`config.mk`:
```
export PLATFORM = sky130hd
export DESIGN_NAME = edc_capture
export DESIGN_NICKNAME = d
export VERILOG_FILES = /design/src/edc_pkg.sv /design/src/edc_code_if.sv /design/src/edc_code_table.sv /design/src/edc_capture.sv
export VERILOG_INCLUDE_DIRS = /design/src /design/src/src
export SDC_FILE = /design/constraint.sdc
export NUM_CORES = 1
export LEC_CHECK = 0
export BUFFER_PORTS_ARGS = -buffer_cell sky130_fd_sc_hd__clkbuf_2
export CORE_ASPECT_RATIO = 1.25
export CORE_MARGIN = 5
export CORE_UTILIZATION = 45
export CTS_CLUSTER_DIAMETER = 150
export CTS_CLUSTER_SIZE = 10
export DETAILED_ROUTE_END_ITERATION = 8
export PLACE_DENSITY = 0.74
export REMOVE_ABC_BUFFERS = 1
export SLEW_MARGIN = 20
export SYNTH_ARGS = -nofsm -noshare
export SYNTH_HDL_FRONTEND = slang
export SYNTH_SLANG_ARGS = --single-unit
```
`constraint.sdc`:
```
create_clock -name i_clock -period 2.04 [get_ports i_clock]
set_clock_uncertainty 0.1 [all_clocks]
set_input_delay 0.102 -clock i_clock [delete_from_list [all_inputs] [get_ports i_clock]]
set_output_delay 0.102 -clock i_clock [all_outputs]
set_load 0.1 [all_outputs]
```
`src/edc_map.svh`:
```
// register offsets, reset values, field positions and message codes of the error capture
`ifndef EDC_MAP_SVH
`define EDC_MAP_SVH

// ------------------------------------------------------------
// register word offsets
// ------------------------------------------------------------
`define EDC_OFS_TO_HI     20'hEF044
`define EDC_OFS_TO_LO     20'hEF045
`define EDC_OFS_PE_HI     20'hEF046
`define EDC_OFS_PE_LO     20'hEF047
`define EDC_OFS_CODE      20'hEF04B
`define EDC_OFS_PARAM1    20'hEF04C
`define EDC_OFS_PARAM2    20'hEF04D
`define EDC_OFS_PARAM3    20'hEF04E
`define EDC_OFS_STATUS    20'hEF050
`define EDC_OFS_CTRL      20'hEF051

// ------------------------------------------------------------
// reset values
// ------------------------------------------------------------
`define EDC_RST_WORD      16'h0000
`define EDC_RST_CTRL      2'h3

// ------------------------------------------------------------
// control and status fields
// ------------------------------------------------------------
`define EDC_CTRL_MSG_EN   0
`define EDC_CTRL_ADDR_EN  1
`define EDC_ST_CLASS_LSB  0
`define EDC_ST_UNKNOWN    4
`define EDC_ST_TO_SEEN    8
`define EDC_ST_PE_SEEN    9
`define EDC_ST_MSG_VALID  10

// ------------------------------------------------------------
// message codes and ranges
// ------------------------------------------------------------
`define EDC_NUM_USER_MIN  8'h01
`define EDC_NUM_USER_MAX  8'h2F
`define EDC_NUM_CFG_MIN   8'h30
`define EDC_NUM_CFG_MAX   8'h3F
`define EDC_NUM_SYSTEM    8'h40
`define EDC_NUM_TEST_MIN  8'h61
`define EDC_NUM_TEST_MAX  8'h68
`define EDC_NUM_USER_TO   8'h06
`define EDC_NUM_USER_PE   8'h11
`define EDC_PT_NONE       8'h00
`define EDC_PT_ADDR       8'h03
`define EDC_PT_MAX        8'h10

`endif

```
`src/edc_pkg.sv`:
```
// types shared by the error capture modules
package edc_pkg;

   // error number class
   typedef enum logic [2:0] {
      EDC_CLASS_NONE   = 3'h0,
      EDC_CLASS_USER   = 3'h1,
      EDC_CLASS_CFG    = 3'h2,
      EDC_CLASS_SYSTEM = 3'h3,
      EDC_CLASS_TEST   = 3'h4
   } edc_class_e;

   // one four-word message
   typedef struct packed {
      logic [7:0]  number;
      logic [7:0]  ptype;
      logic [15:0] param1;
      logic [15:0] param2;
      logic [15:0] param3;
   } edc_msg_s;

endpackage

```
`src/edc_code_if.sv`:
```
// lookup path between capture logic and code table
`timescale 1ns/1ps
interface edc_code_if;
   logic [7:0]          number;
   logic [7:0]          ptype;
   edc_pkg::edc_class_e err_class;
   logic                known;

   modport lookup (output number, input ptype, input err_class, input known);
   modport table_side (input number, output ptype, output err_class, output known);
endinterface

```
`src/edc_code_table.sv`:
```
// error number to parameter type and class lookup
`timescale 1ns/1ps
`include "edc_map.svh"
module edc_code_table (
   // lookup
   edc_code_if.table_side io_code
);

   // ------------------------------------------------------------
   // class by number range
   // ------------------------------------------------------------
   always_comb begin
      // RL5 range classes
      if (io_code.number >= `EDC_NUM_USER_MIN && io_code.number <= `EDC_NUM_USER_MAX) begin
         io_code.err_class = edc_pkg::EDC_CLASS_USER;
      end else if (io_code.number >= `EDC_NUM_CFG_MIN && io_code.number <= `EDC_NUM_CFG_MAX) begin
         io_code.err_class = edc_pkg::EDC_CLASS_CFG;
      end else if (io_code.number == `EDC_NUM_SYSTEM) begin
         io_code.err_class = edc_pkg::EDC_CLASS_SYSTEM;
      end else if (io_code.number >= `EDC_NUM_TEST_MIN && io_code.number <= `EDC_NUM_TEST_MAX) begin
         io_code.err_class = edc_pkg::EDC_CLASS_TEST;
      end else begin
         io_code.err_class = edc_pkg::EDC_CLASS_NONE;
      end
   end

   // ------------------------------------------------------------
   // parameter type table
   // ------------------------------------------------------------
   always_comb begin
      io_code.known = 1'b1;
      case (io_code.number)
         // RL8 RL13 program faults and stops
         8'h01, 8'h02, 8'h03, 8'h04, 8'h07, 8'h08, 8'h12, 8'h13, 8'h14, 8'h15,
         8'h16, 8'h17, 8'h18, 8'h19, 8'h1A, 8'h1B, 8'h1F, 8'h27, 8'h28:
            io_code.ptype = 8'h01;
         // RL9 peripheral timeout
         8'h05: io_code.ptype = 8'h02;
         // RL10 address carrying faults
         8'h06, 8'h0B, 8'h0C, 8'h0E, 8'h0F, 8'h10, 8'h11:
            io_code.ptype = `EDC_PT_ADDR;
         // RL11 missing data block
         8'h09: io_code.ptype = 8'h04;
         // RL12 interrupt faults
         8'h0A, 8'h23: io_code.ptype = 8'h05;
         // RL21 RL17 RL18 image update, extended and io config
         8'h0D, 8'h35, 8'h36, 8'h3A, 8'h3B, 8'h3C, 8'h3D, 8'h3E:
            io_code.ptype = 8'h07;
         // RL14 initialization faults
         8'h1C, 8'h1D, 8'h29: io_code.ptype = 8'h08;
         // RL15 RL17 RL20 no parameter
         8'h1E, 8'h24, 8'h25, 8'h26, 8'h30, 8'h32, 8'h33, 8'h40, 8'h66, 8'h67, 8'h68:
            io_code.ptype = `EDC_PT_NONE;
         // RL16 block creation failures
         8'h20, 8'h21, 8'h22: io_code.ptype = 8'h09;
         // RL17 RL18 header faults
         8'h34, 8'h38, 8'h39: io_code.ptype = 8'h06;
         // RL19 self test codes
         8'h61, 8'h63: io_code.ptype = 8'h0B;
         8'h62: io_code.ptype = 8'h0A;
         8'h64, 8'h65: io_code.ptype = 8'h0C;
         default: begin
            io_code.ptype = `EDC_PT_NONE;
            io_code.known = 1'b0;
         end
      endcase
   end

endmodule // edc_code_table

```
`src/edc_capture.sv`:
```
// error diagnostic capture: fault addresses and last error message of any class
// Operation
// RL1: timeout address stored high then low
// RL2: parity address stored high then low
// RL3: message always holds latest error; here a non-user bus timeout leaves the message unchanged
// RL4: code word: number high, type low
// RL5: number ranges give user, config, system
// RL6: parameter type 00H..10H selects layout
// RL7: three parameter words follow code word
// RL8: program faults use parameter type 01H
// RL9: peripheral timeout is 05H, type 02H
// RL10: memory timeout 06H, parity 11H, type 03H
// RL11: missing data block is 09H, type 04H
// RL12: interrupt faults 0AH, 23H, type 05H
// RL13: stop causes use parameter type 01H
// RL14: init timeout or parity 1CH, 08H
// RL15: start-up refusals use parameter type 00H
// RL16: block creation failures use type 09H
// RL17: extended config errors 30H to 36H
// RL18: io config errors 38H to 3EH
// RL19: self test 61H, 63H, type 0BH
// RL20: self test 66H..68H, type 00H
// RL21: image update timeout 0DH, type 07H
// RL22: all four words update together
//
// The plain strobed port was chosen for this implementation.
`timescale 1ns/1ps
`include "edc_map.svh"
module edc_capture #(
   parameter int AW = 20
) (
   // clock and reset
   input  wire logic        i_clock,
   input  wire logic        i_nrst,
   // register port
   input  wire logic [AW-1:0] i_addr,
   input  wire logic [15:0] i_wdata,
   input  wire logic        i_wr,
   input  wire logic        i_rd,
   output logic      [15:0] o_rdata,
   // general error report
   input  wire logic        i_err_valid,
   input  wire logic [7:0]  i_err_number,
   input  wire logic [15:0] i_err_param1,
   input  wire logic [15:0] i_err_param2,
   input  wire logic [15:0] i_err_param3,
   // bus timeout
   input  wire logic        i_bus_timeout_error,
   input  wire logic        i_bus_timeout_user,
   input  wire logic [31:0] i_bus_timeout_addr,
   // memory parity
   input  wire logic        i_memory_parity_error,
   input  wire logic [31:0] i_parity_addr,
   // status
   output logic             o_msg_update,
   output logic      [2:0]  o_last_class
);

   // ------------------------------------------------------------
   // elaboration check
   // ------------------------------------------------------------
   if (AW < 20) begin : g_bad_aw
      $error("address width too small for register map");
   end

   // ------------------------------------------------------------
   // state
   // ------------------------------------------------------------
   typedef struct packed {
      logic [15:0]         to_hi;
      logic [15:0]         to_lo;
      logic [15:0]         pe_hi;
      logic [15:0]         pe_lo;
      edc_pkg::edc_msg_s   msg;
      edc_pkg::edc_class_e last_class;
      logic                unknown;
      logic                to_seen;
      logic                pe_seen;
      logic                msg_valid;
      logic [1:0]          ctrl;
      logic [15:0]         rdata;
      logic                update;
   } edc_state_s;

   edc_state_s state_ff;
   edc_state_s nxt_state;

   edc_code_if code_bus ();
   edc_code_table u_table (
      .io_code (code_bus)
   );

   logic [AW-1:0] word_addr;
   logic          msg_en;
   logic          addr_en;
   logic          any_msg;
   logic [15:0]   status_word;

   assign word_addr = i_addr;
   assign msg_en    = state_ff.ctrl[`EDC_CTRL_MSG_EN];
   assign addr_en   = state_ff.ctrl[`EDC_CTRL_ADDR_EN];
   assign any_msg   = msg_en & (i_err_valid | i_bus_timeout_error | i_memory_parity_error);
   assign code_bus.number = i_err_number;

   always_comb begin
      status_word = 16'h0000;
      status_word[`EDC_ST_CLASS_LSB +: 3] = state_ff.last_class;
      status_word[`EDC_ST_UNKNOWN]   = state_ff.unknown;
      status_word[`EDC_ST_TO_SEEN]   = state_ff.to_seen;
      status_word[`EDC_ST_PE_SEEN]   = state_ff.pe_seen;
      status_word[`EDC_ST_MSG_VALID] = state_ff.msg_valid;
   end

   // ------------------------------------------------------------
   // next state
   // ------------------------------------------------------------
   always_comb begin
      nxt_state = state_ff;
      nxt_state.update = 1'b0;

      // software clears seen flags by writing ones; a new event wins
      if (i_wr && word_addr == AW'(`EDC_OFS_STATUS)) begin
         if (i_wdata[`EDC_ST_TO_SEEN]) begin
            nxt_state.to_seen = 1'b0;
         end
         if (i_wdata[`EDC_ST_PE_SEEN]) begin
            nxt_state.pe_seen = 1'b0;
         end
         if (i_wdata[`EDC_ST_MSG_VALID]) begin
            nxt_state.msg_valid = 1'b0;
         end
      end
      if (i_wr && word_addr == AW'(`EDC_OFS_CTRL)) begin
         nxt_state.ctrl = i_wdata[1:0];
      end

      // RL1 timeout address capture
      if (i_bus_timeout_error && addr_en) begin
         nxt_state.to_hi   = i_bus_timeout_addr[31:16];
         nxt_state.to_lo   = i_bus_timeout_addr[15:0];
         nxt_state.to_seen = 1'b1;
      end
      // RL2 parity address capture
      if (i_memory_parity_error && addr_en) begin
         nxt_state.pe_hi   = i_parity_addr[31:16];
         nxt_state.pe_lo   = i_parity_addr[15:0];
         nxt_state.pe_seen = 1'b1;
      end

      // RL3 RL22 whole message replaced at once
      // parity outranks a user timeout, which outranks a reported error
      if (any_msg) begin
         nxt_state.update    = 1'b1;
         if (i_memory_parity_error) begin
            // RL10 parity message with address
            nxt_state.msg.number = `EDC_NUM_USER_PE;
            nxt_state.msg.ptype  = `EDC_PT_ADDR;
            nxt_state.msg.param1 = `EDC_RST_WORD;
            nxt_state.msg.param2 = i_parity_addr[31:16];
            nxt_state.msg.param3 = i_parity_addr[15:0];
            nxt_state.last_class = edc_pkg::EDC_CLASS_USER;
            nxt_state.unknown    = 1'b0;
         end else if (i_bus_timeout_error && i_bus_timeout_user) begin
            // RL10 memory timeout message with address
            nxt_state.msg.number = `EDC_NUM_USER_TO;
            nxt_state.msg.ptype  = `EDC_PT_ADDR;
            nxt_state.msg.param1 = `EDC_RST_WORD;
            nxt_state.msg.param2 = i_bus_timeout_addr[31:16];
            nxt_state.msg.param3 = i_bus_timeout_addr[15:0];
            nxt_state.last_class = edc_pkg::EDC_CLASS_USER;
            nxt_state.unknown    = 1'b0;
         end else if (i_err_valid) begin
            // RL4 RL6 RL7 number and looked-up type
            nxt_state.msg.number = i_err_number;
            nxt_state.msg.ptype  = code_bus.ptype;
            nxt_state.last_class = code_bus.err_class;
            nxt_state.unknown    = ~code_bus.known;
            // type 00H carries no parameters
            if (code_bus.ptype == `EDC_PT_NONE) begin
               nxt_state.msg.param1 = `EDC_RST_WORD;
               nxt_state.msg.param2 = `EDC_RST_WORD;
               nxt_state.msg.param3 = `EDC_RST_WORD;
            end else begin
               nxt_state.msg.param1 = i_err_param1;
               nxt_state.msg.param2 = i_err_param2;
               nxt_state.msg.param3 = i_err_param3;
            end
         end else begin
            // non-user timeout only keeps its address
            nxt_state.update    = 1'b0;
         end
      end
      // set after the software clear so a new message wins
      if (nxt_state.update) begin
         nxt_state.msg_valid = 1'b1;
      end

      // RL7 register read, one cycle latency
      nxt_state.rdata = `EDC_RST_WORD;
      if (i_rd) begin
         case (word_addr)
            AW'(`EDC_OFS_TO_HI):  nxt_state.rdata = state_ff.to_hi;
            AW'(`EDC_OFS_TO_LO):  nxt_state.rdata = state_ff.to_lo;
            AW'(`EDC_OFS_PE_HI):  nxt_state.rdata = state_ff.pe_hi;
            AW'(`EDC_OFS_PE_LO):  nxt_state.rdata = state_ff.pe_lo;
            AW'(`EDC_OFS_CODE):   nxt_state.rdata = {state_ff.msg.number, state_ff.msg.ptype};
            AW'(`EDC_OFS_PARAM1): nxt_state.rdata = state_ff.msg.param1;
            AW'(`EDC_OFS_PARAM2): nxt_state.rdata = state_ff.msg.param2;
            AW'(`EDC_OFS_PARAM3): nxt_state.rdata = state_ff.msg.param3;
            AW'(`EDC_OFS_STATUS): nxt_state.rdata = status_word;
            AW'(`EDC_OFS_CTRL):   nxt_state.rdata = {14'h0000, state_ff.ctrl};
            default:              nxt_state.rdata = `EDC_RST_WORD;
         endcase
      end
   end

   // ------------------------------------------------------------
   // registers
   // ------------------------------------------------------------
   always_ff @(posedge i_clock) begin
      if (!i_nrst) begin
         state_ff            <= '0;
         state_ff.last_class <= edc_pkg::EDC_CLASS_NONE;
         state_ff.ctrl       <= `EDC_RST_CTRL;
      end else begin
         state_ff <= nxt_state;
      end
   end

   assign o_rdata      = state_ff.rdata;
   assign o_msg_update = state_ff.update;
   assign o_last_class = state_ff.last_class;
endmodule // edc_capture

```
# Yosys cells after proc, flatten, opt, wreduce, memory -nomap -nowiden
# Index checks and enable logic that the tools add are counted.
dict set report classes {
  n_lt_le_gt_ge 6
  n_eq_ne 73
  mux 22
  n_bitwise 4
  n_reduce_logical 31
}
# op n
set ops {}
lappend ops {{$mux W68} 3}
lappend ops {{$eq A20 B20 Y1 const B} 10}
lappend ops {{$eq A8 B6 Y1 const B} 23}
lappend ops {{$pmux W16 S10} 1}
lappend ops {{$eq A8 B5 Y1 const B} 16}
lappend ops {{$eq A8 B7 Y1 const B} 9}
lappend ops {{$eq A8 B4 Y1 const B} 8}
lappend ops {{$reduce_or A63 Y1} 1}
lappend ops {{$mux W48} 1}
lappend ops {{$pmux W4 S12} 1}
lappend ops {{$eq A8 B3 Y1 const B} 4}
lappend ops {{$reduce_or A19 Y1} 1}
lappend ops {{$eq A8 B2 Y1 const B} 2}
lappend ops {{$le A8 B6 Y1 const B} 2}
lappend ops {{$mux W3} 5}
lappend ops {{$reduce_bool A2 Y1} 6}
lappend ops {{$mux W1} 11}
lappend ops {{$reduce_and A2 Y1} 5}
lappend ops {{$reduce_or A3 Y1} 3}
lappend ops {{$eq A8 B1 Y1 const B} 1}
lappend ops {{$ge A8 B1 Y1 const B} 1}
lappend ops {{$ge A8 B6 Y1 const B} 1}
lappend ops {{$ge A8 B7 Y1 const B} 1}
lappend ops {{$le A8 B7 Y1 const B} 1}
lappend ops {{9 further kinds} 19}
dict set report word_totals {
  ff_bits 154
  inputBits 164
  out_inout_bits 20
  wordCells 153
}

# Logic depth before layout (Yosys ltp)
dict set report depth {
  depth_word 9
  ltp_mapped 10
  mapped_depth_nobuf 6
}

# Modules after synthesis
# Synthesis repeated with hierarchy kept, for this count alone.
dict set report hier_totals {
  cells_unflattened 939
  hier_area_um2 8099.0
}
# module n_inst cells_each area_each_um2 seq_area_each_um2
set modules_own_cells {}
lappend modules_own_cells {edc_capture 1 834 7400.8 3083.0}
lappend modules_own_cells {edc_code_table 1 105 698.2 0.0}

# Worst setup path after synthesis
# No wires, ideal clock.
dict set report synth_timing {
  path_type {input -> register}
  from {input port i_err_number[0]}
  to {register state_ff[26] in the netlist's numbering}
  setup_time_ps 128
  arrival_time_ps 1685
  path_slack_ps 127
  cell_stages 10
  path_buffers 4
  path_cell_list {buf_4 -> or2_1 -> buf_4 -> o22ai_1 -> a32o_1 -> nor4b_4 -> and4_1 -> buf_4 -> buf_6 -> a211oi_2}
}
dict set report synth_between {
  elab_chain_cells 8
  word_cells_on_any_way 67
}
# element line
set synth_rtl {}
lappend synth_rtl {{start, declared} edc_capture.sv:43} ;# input wire logic [7:0] i_err_number,
lappend synth_rtl {{$eq A8 B1 Y1 (tied with other cells)} edc_code_table.sv:32} ;# case (io_code.number)
lappend synth_rtl {{$reduce_or A19 Y1 (tied with other cells)} edc_code_table.sv:32}
lappend synth_rtl {{$pmux W4 S12 (*)} edc_code_table.sv:32}
lappend synth_rtl {{$logic_not A8 Y1 (no line) (*)} n/a}
lappend synth_rtl {{$mux W48 (*)} edc_capture.sv:179} ;# if (code_bus.ptype == `EDC_PT_NONE) begin
lappend synth_rtl {{$mux W68 (*)} edc_capture.sv:172} ;# end else if (i_err_valid) begin
lappend synth_rtl {{$mux W68 (*)} edc_capture.sv:163} ;# end else if (i_bus_timeout_error && i_bus_timeout_user) begin
lappend synth_rtl {{$mux W68 (*)} edc_capture.sv:154} ;# if (i_memory_parity_error) begin
lappend synth_rtl {{end signal, assigned} edc_capture.sv:226} ;# state_ff <= nxt_state;
lappend synth_rtl {{end, declared} edc_capture.sv:85} ;# edc_state_s state_ff;
# Mark *: on every way between the ends. The rest lies on a longest branch, timed or not. The select of a mux whose other input is x is not followed.
# A chain may end at the register's enable or synchronous reset.

# Final worst setup path
dict set report layout_timing {
  from {register state_ff, in the netlist addr_en}
  to {register state_ff[139] in the netlist's numbering}
}
dict set report layout_between {
  elab_chain_cells 1
}
# element line
set layout_rtl {}
lappend layout_rtl {{$logic_and A1 B1 Y1} edc_capture.sv:138} ;# if (i_bus_timeout_error && addr_en) begin
# No other way between the ends.

==> flow_summary.rst <==
.. list-table::
   :header-rows: 1

   * - Metric
     - Value
   * - Period Utilization, post-route
     - 91.0%
   * - Number of vias per cell after detailed routing
     - 5.84
   * - Design Power
     - 7.83 mW
   * - Combined area of all synthesized cells
     - 8380 um^2
   * - Top_reg_cell synth
     - dfxtp_1
   * - Antenna violations before repair
     - 0
   * - Number of antenna repair diodes
     - 0
   * - Clock-pin slew reported for the worst setup and hold paths after clock tree synthesis
     - 0.06 ns
   * - Compound-Gate Fraction of Synth Area
     - 30.4%
   * - CP peak stage delay
     - 0.56 ns
   * - Post-detailed-route count of antenna-violating nets
     - 0
   * - Overall routing resource usage
     - 26.4%
   * - Number of unique standard cell types used by synthesis
     - 73
   * - IO buf count
     - 172
   * - Cell Pwr Density
     - 695 nW/um^2
   * - Final Core Density
     - 61.8%
   * - Headroom to the max-slew limit
     - 63.8%
   * - Wirelength per Cell
     - 18.9 um
   * - Crit path DAT
     - 2.13 ns
   * - Max-cap violations
     - 0
   * - Synthesized-area fraction occupied by and/or/nand/nor cells
     - 19.7%
   * - # nets final
     - 1446
   * - Critical path startpoint category
     - flop
   * - Total core area
     - 18200 um^2
   * - Slew Viols, Final
     - 0
   * - Master of the slowest instance on the critical path
     - dlygate4sd3_1
   * - Number of placed cells counting well taps
     - 1404
   * - Clk sink count
     - 150
   * - Top cell type by total area after synthesis
     - dfxtp_1
   * - Critical hold path startpoint
     - i_nrst
   * - I/O pins
     - 184
   * - Static leakage power
     - 4.62 nW
   * - Portion of synthesized cell area occupied by the leading cell type
     - 35.8%
   * - 1st-pass router iterations
     - 5
   * - FP Rows
     - 55
   * - Slew at the pin closest to its max-slew limit
     - 0.529 ns
   * - Result of the run
     - completed
   * - Hold Violations, Final
     - 0
   * - Ratio of cells with drive above 1 in the final layout
     - 28.1%
   * - Area added between synthesis and finish
     - 34.5%
   * - Total die area
     - 21500 um^2
   * - Critical path buffers and inverters
     - 2
   * - Maximum number of pins on one net before global-route repair
     - 70
   * - Origin of the worst setup path
     - addr_en
   * - Starting density of the core
     - 46.0%
   * - CP required
     - 2.32 ns
   * - Routability cong.
     - 0.887
   * - Combinational family with the most area after synthesis
     - compound AO/OA/AOI/OAI gates
   * - Critical-path maximum fanout
     - 22
   * - Top post-synthesis cells by area
     - dfxtp_1 (36%), nand2_1 (10%), a21boi_0 (5.7%)
   * - Max Clock Freq
     - 539 MHz
   * - Number of global-route vias before repair
     - 8788
   * - Final Setup Violations
     - 0
   * - Number of buffers added by the clock tree synthesis step
     - 17
   * - HPWL after DPL
     - 20000 um
   * - Sequence of cells on the critical path
     - and2_1, buf_4, nand2_1, a21boi_0, dlygate4sd3_1
   * - Average cell area after synthesis
     - 8.21 um^2
   * - Arithmetic-cell share of the synthesized area counting full adders, half adders and majority gates
     - 0%
   * - Iter 0 DRT Violations
     - 953
   * - Global-route wire length before repair
     - 45900 um
   * - Cells after synthesis
     - 1021
   * - RSZ-0062 raised after global routing
     - no
   * - Number of enable flip-flop cells after synthesis
     - 0
   * - Overflow left after global routing
     - 0
   * - CTS H-tree depth
     - 4
   * - Xor and xnor area share after synthesis
     - 0.209%
   * - Hold Crit Class
     - in2reg
   * - Warnings, synthesis
     - 0
   * - Startpoint of the most critical register-to-register path
     - addr_en
   * - DP Area
     - 9780 um^2
   * - Largest delay contributor family on the critical path
     - buffers and inverters
   * - Type of destination of the critical path
     - flop
   * - Min cycle time layout
     - 1.86 ns
   * - Critical Setup Path Class
     - reg2reg
   * - Final non-filler cell total
     - 1523
   * - Vertical die dimension
     - 163 um
   * - Share of synthesized registers carrying an async set or reset
     - 0%
   * - DRC violation count after routing
     - 0
   * - Seq/Total Area, Yosys
     - 35.8%
   * - Number of buffers on the longest clock path
     - 2
   * - Multiplexer area fraction after synthesis
     - 6.57%
   * - CTS root buffer
     - clkbuf_16
   * - Latest clock arrival within the worst-skew pair
     - 0.43 ns
   * - Final routed wirelength across all metal layers
     - 28800 um
   * - Via count
     - 8888
   * - Clock tree from TritonCTS
     - yes
   * - Non-Filler Cell Area, Final
     - 11300 um^2
   * - DIE WIDTH
     - 132 um
   * - #FFs+latches synth
     - 150
   * - Worst IR Drop VDD
     - 0.000598 V
-- path summary, 6_finish.rpt --
path | to | slack, ns | cells past startpoint
worst max register to register | state_ff[139] | 0.18 | 5
worst max-delay path | state_ff[139] | 0.18 | 5
worst min-delay path | msg_en | 0.03 | 3
worst min register to register | state_ff[97] | 0.36 | 2
-- per-stage QoR --
step	setup TNS, ns	setup slack, ns	hold WS, ns
6_report	0	0.184	0.0332
4_1_cts	0	0.197	0.0217
2_1_floorplan	-72.13	-1.44	0.0639
3_3_place_gp	-10.15	-0.237	0.229
5_1_grt	0	0.0244	0.0399
3_5_place_dp	-10.69	-0.245	0.231
-- where the power goes --
group | internal [mW] | total [mW] | switching (mW)
clock network | 2.01 | 3.28 | 1.27
registers | 3.08 | 3.16 | 0.0846
logic | 0.640 | 1.39 | 0.754
-- flip-flops by register name, summed over array words and instances, names as in the netlist --
name,flops
o_msg_update,1
state_ff,128
o_last_class,3
msg_en,1
o_rdata,16
addr_en,1
-- cells by family (layout without fill, tap and decap cells) --
logic type	count (synthesis)	in the layout
compound gates	355	355
simple gates	355	355
flops	150	150
buf+inv	119	393
mux	40	40
xor+xnor	2	2
-- cells in the mapped netlist, types with 15 or more instances --
| cell type | instances |
|---|---|
| dfxtp_1 | 150 |
| mux2i_1 | 19 |
| o21ai_0 | 54 |
| buf_4 | 29 |
| a22o_1 | 24 |
| a21oi_1 | 81 |
| a21boi_0 | 64 |
| a211oi_1 | 36 |
| nand2_1 | 224 |
| a211oi_2 | 29 |
| a22oi_1 | 15 |
| nor2_1 | 53 |
| clkbuf_1 | 54 |
-- layout make-up --
type                       instances  area [um^2]
fill                            1451         6960
multi-input combinational        752         4790
sequential                       150         3000
timing repair buffer             352         2540
clock buffer                      20          467
tap                              228          285
clock inverter                    12          151
inverter                           9         33.8
-- what timing repair did --
item | in CTS | in global routing
endpoints found under the hold margin | 116 | 0
resized for setup | 0 | 1
setup endpoints to repair | 0 | 1
hold buffers | 87 | 0
setup buffers | 0 | 0
-- per-layer routing --
metal	wire length [um]	track usage (%)
met5	0	0
met4	1480	13.3
met2	14000	44.8
met1	11300	31.8
met3	2090	4.91
-- worst min-delay path: cells and delay by family --
| family | cells | cell delay [ns] |
|---|---|---|
| simple gates | 1 | 0.06 |
| buf+inv | 2 | 0.36 |
-- layout by cell type, fill, tap and decap left out, types with 5 or more instances in the layout --
cell	n
nand2_1	224
clkbuf_2	170
dfxtp_1	150
dlygate4sd3_1	87
buf_4	85
a21oi_1	81
a21boi_0	64
o21ai_0	54
nor2_1	53
a211oi_1	36
a211oi_2	29
a22o_1	24
mux2i_1	19
clkbuf_16	17
a22oi_1	15
nor2b_1	13
mux4_2	11
a31oi_1	10
mux2_2	10
a222oi_1	10
buf_12	9
nor3_1	8
inv_1	8
and2_1	7
nand3b_1	6
nand2b_1	6
o21a_1	5
nand4_1	5
nand3_1	5
clkinvlp_4	5
No activity file was read; power rests on OpenSTA's default activity.
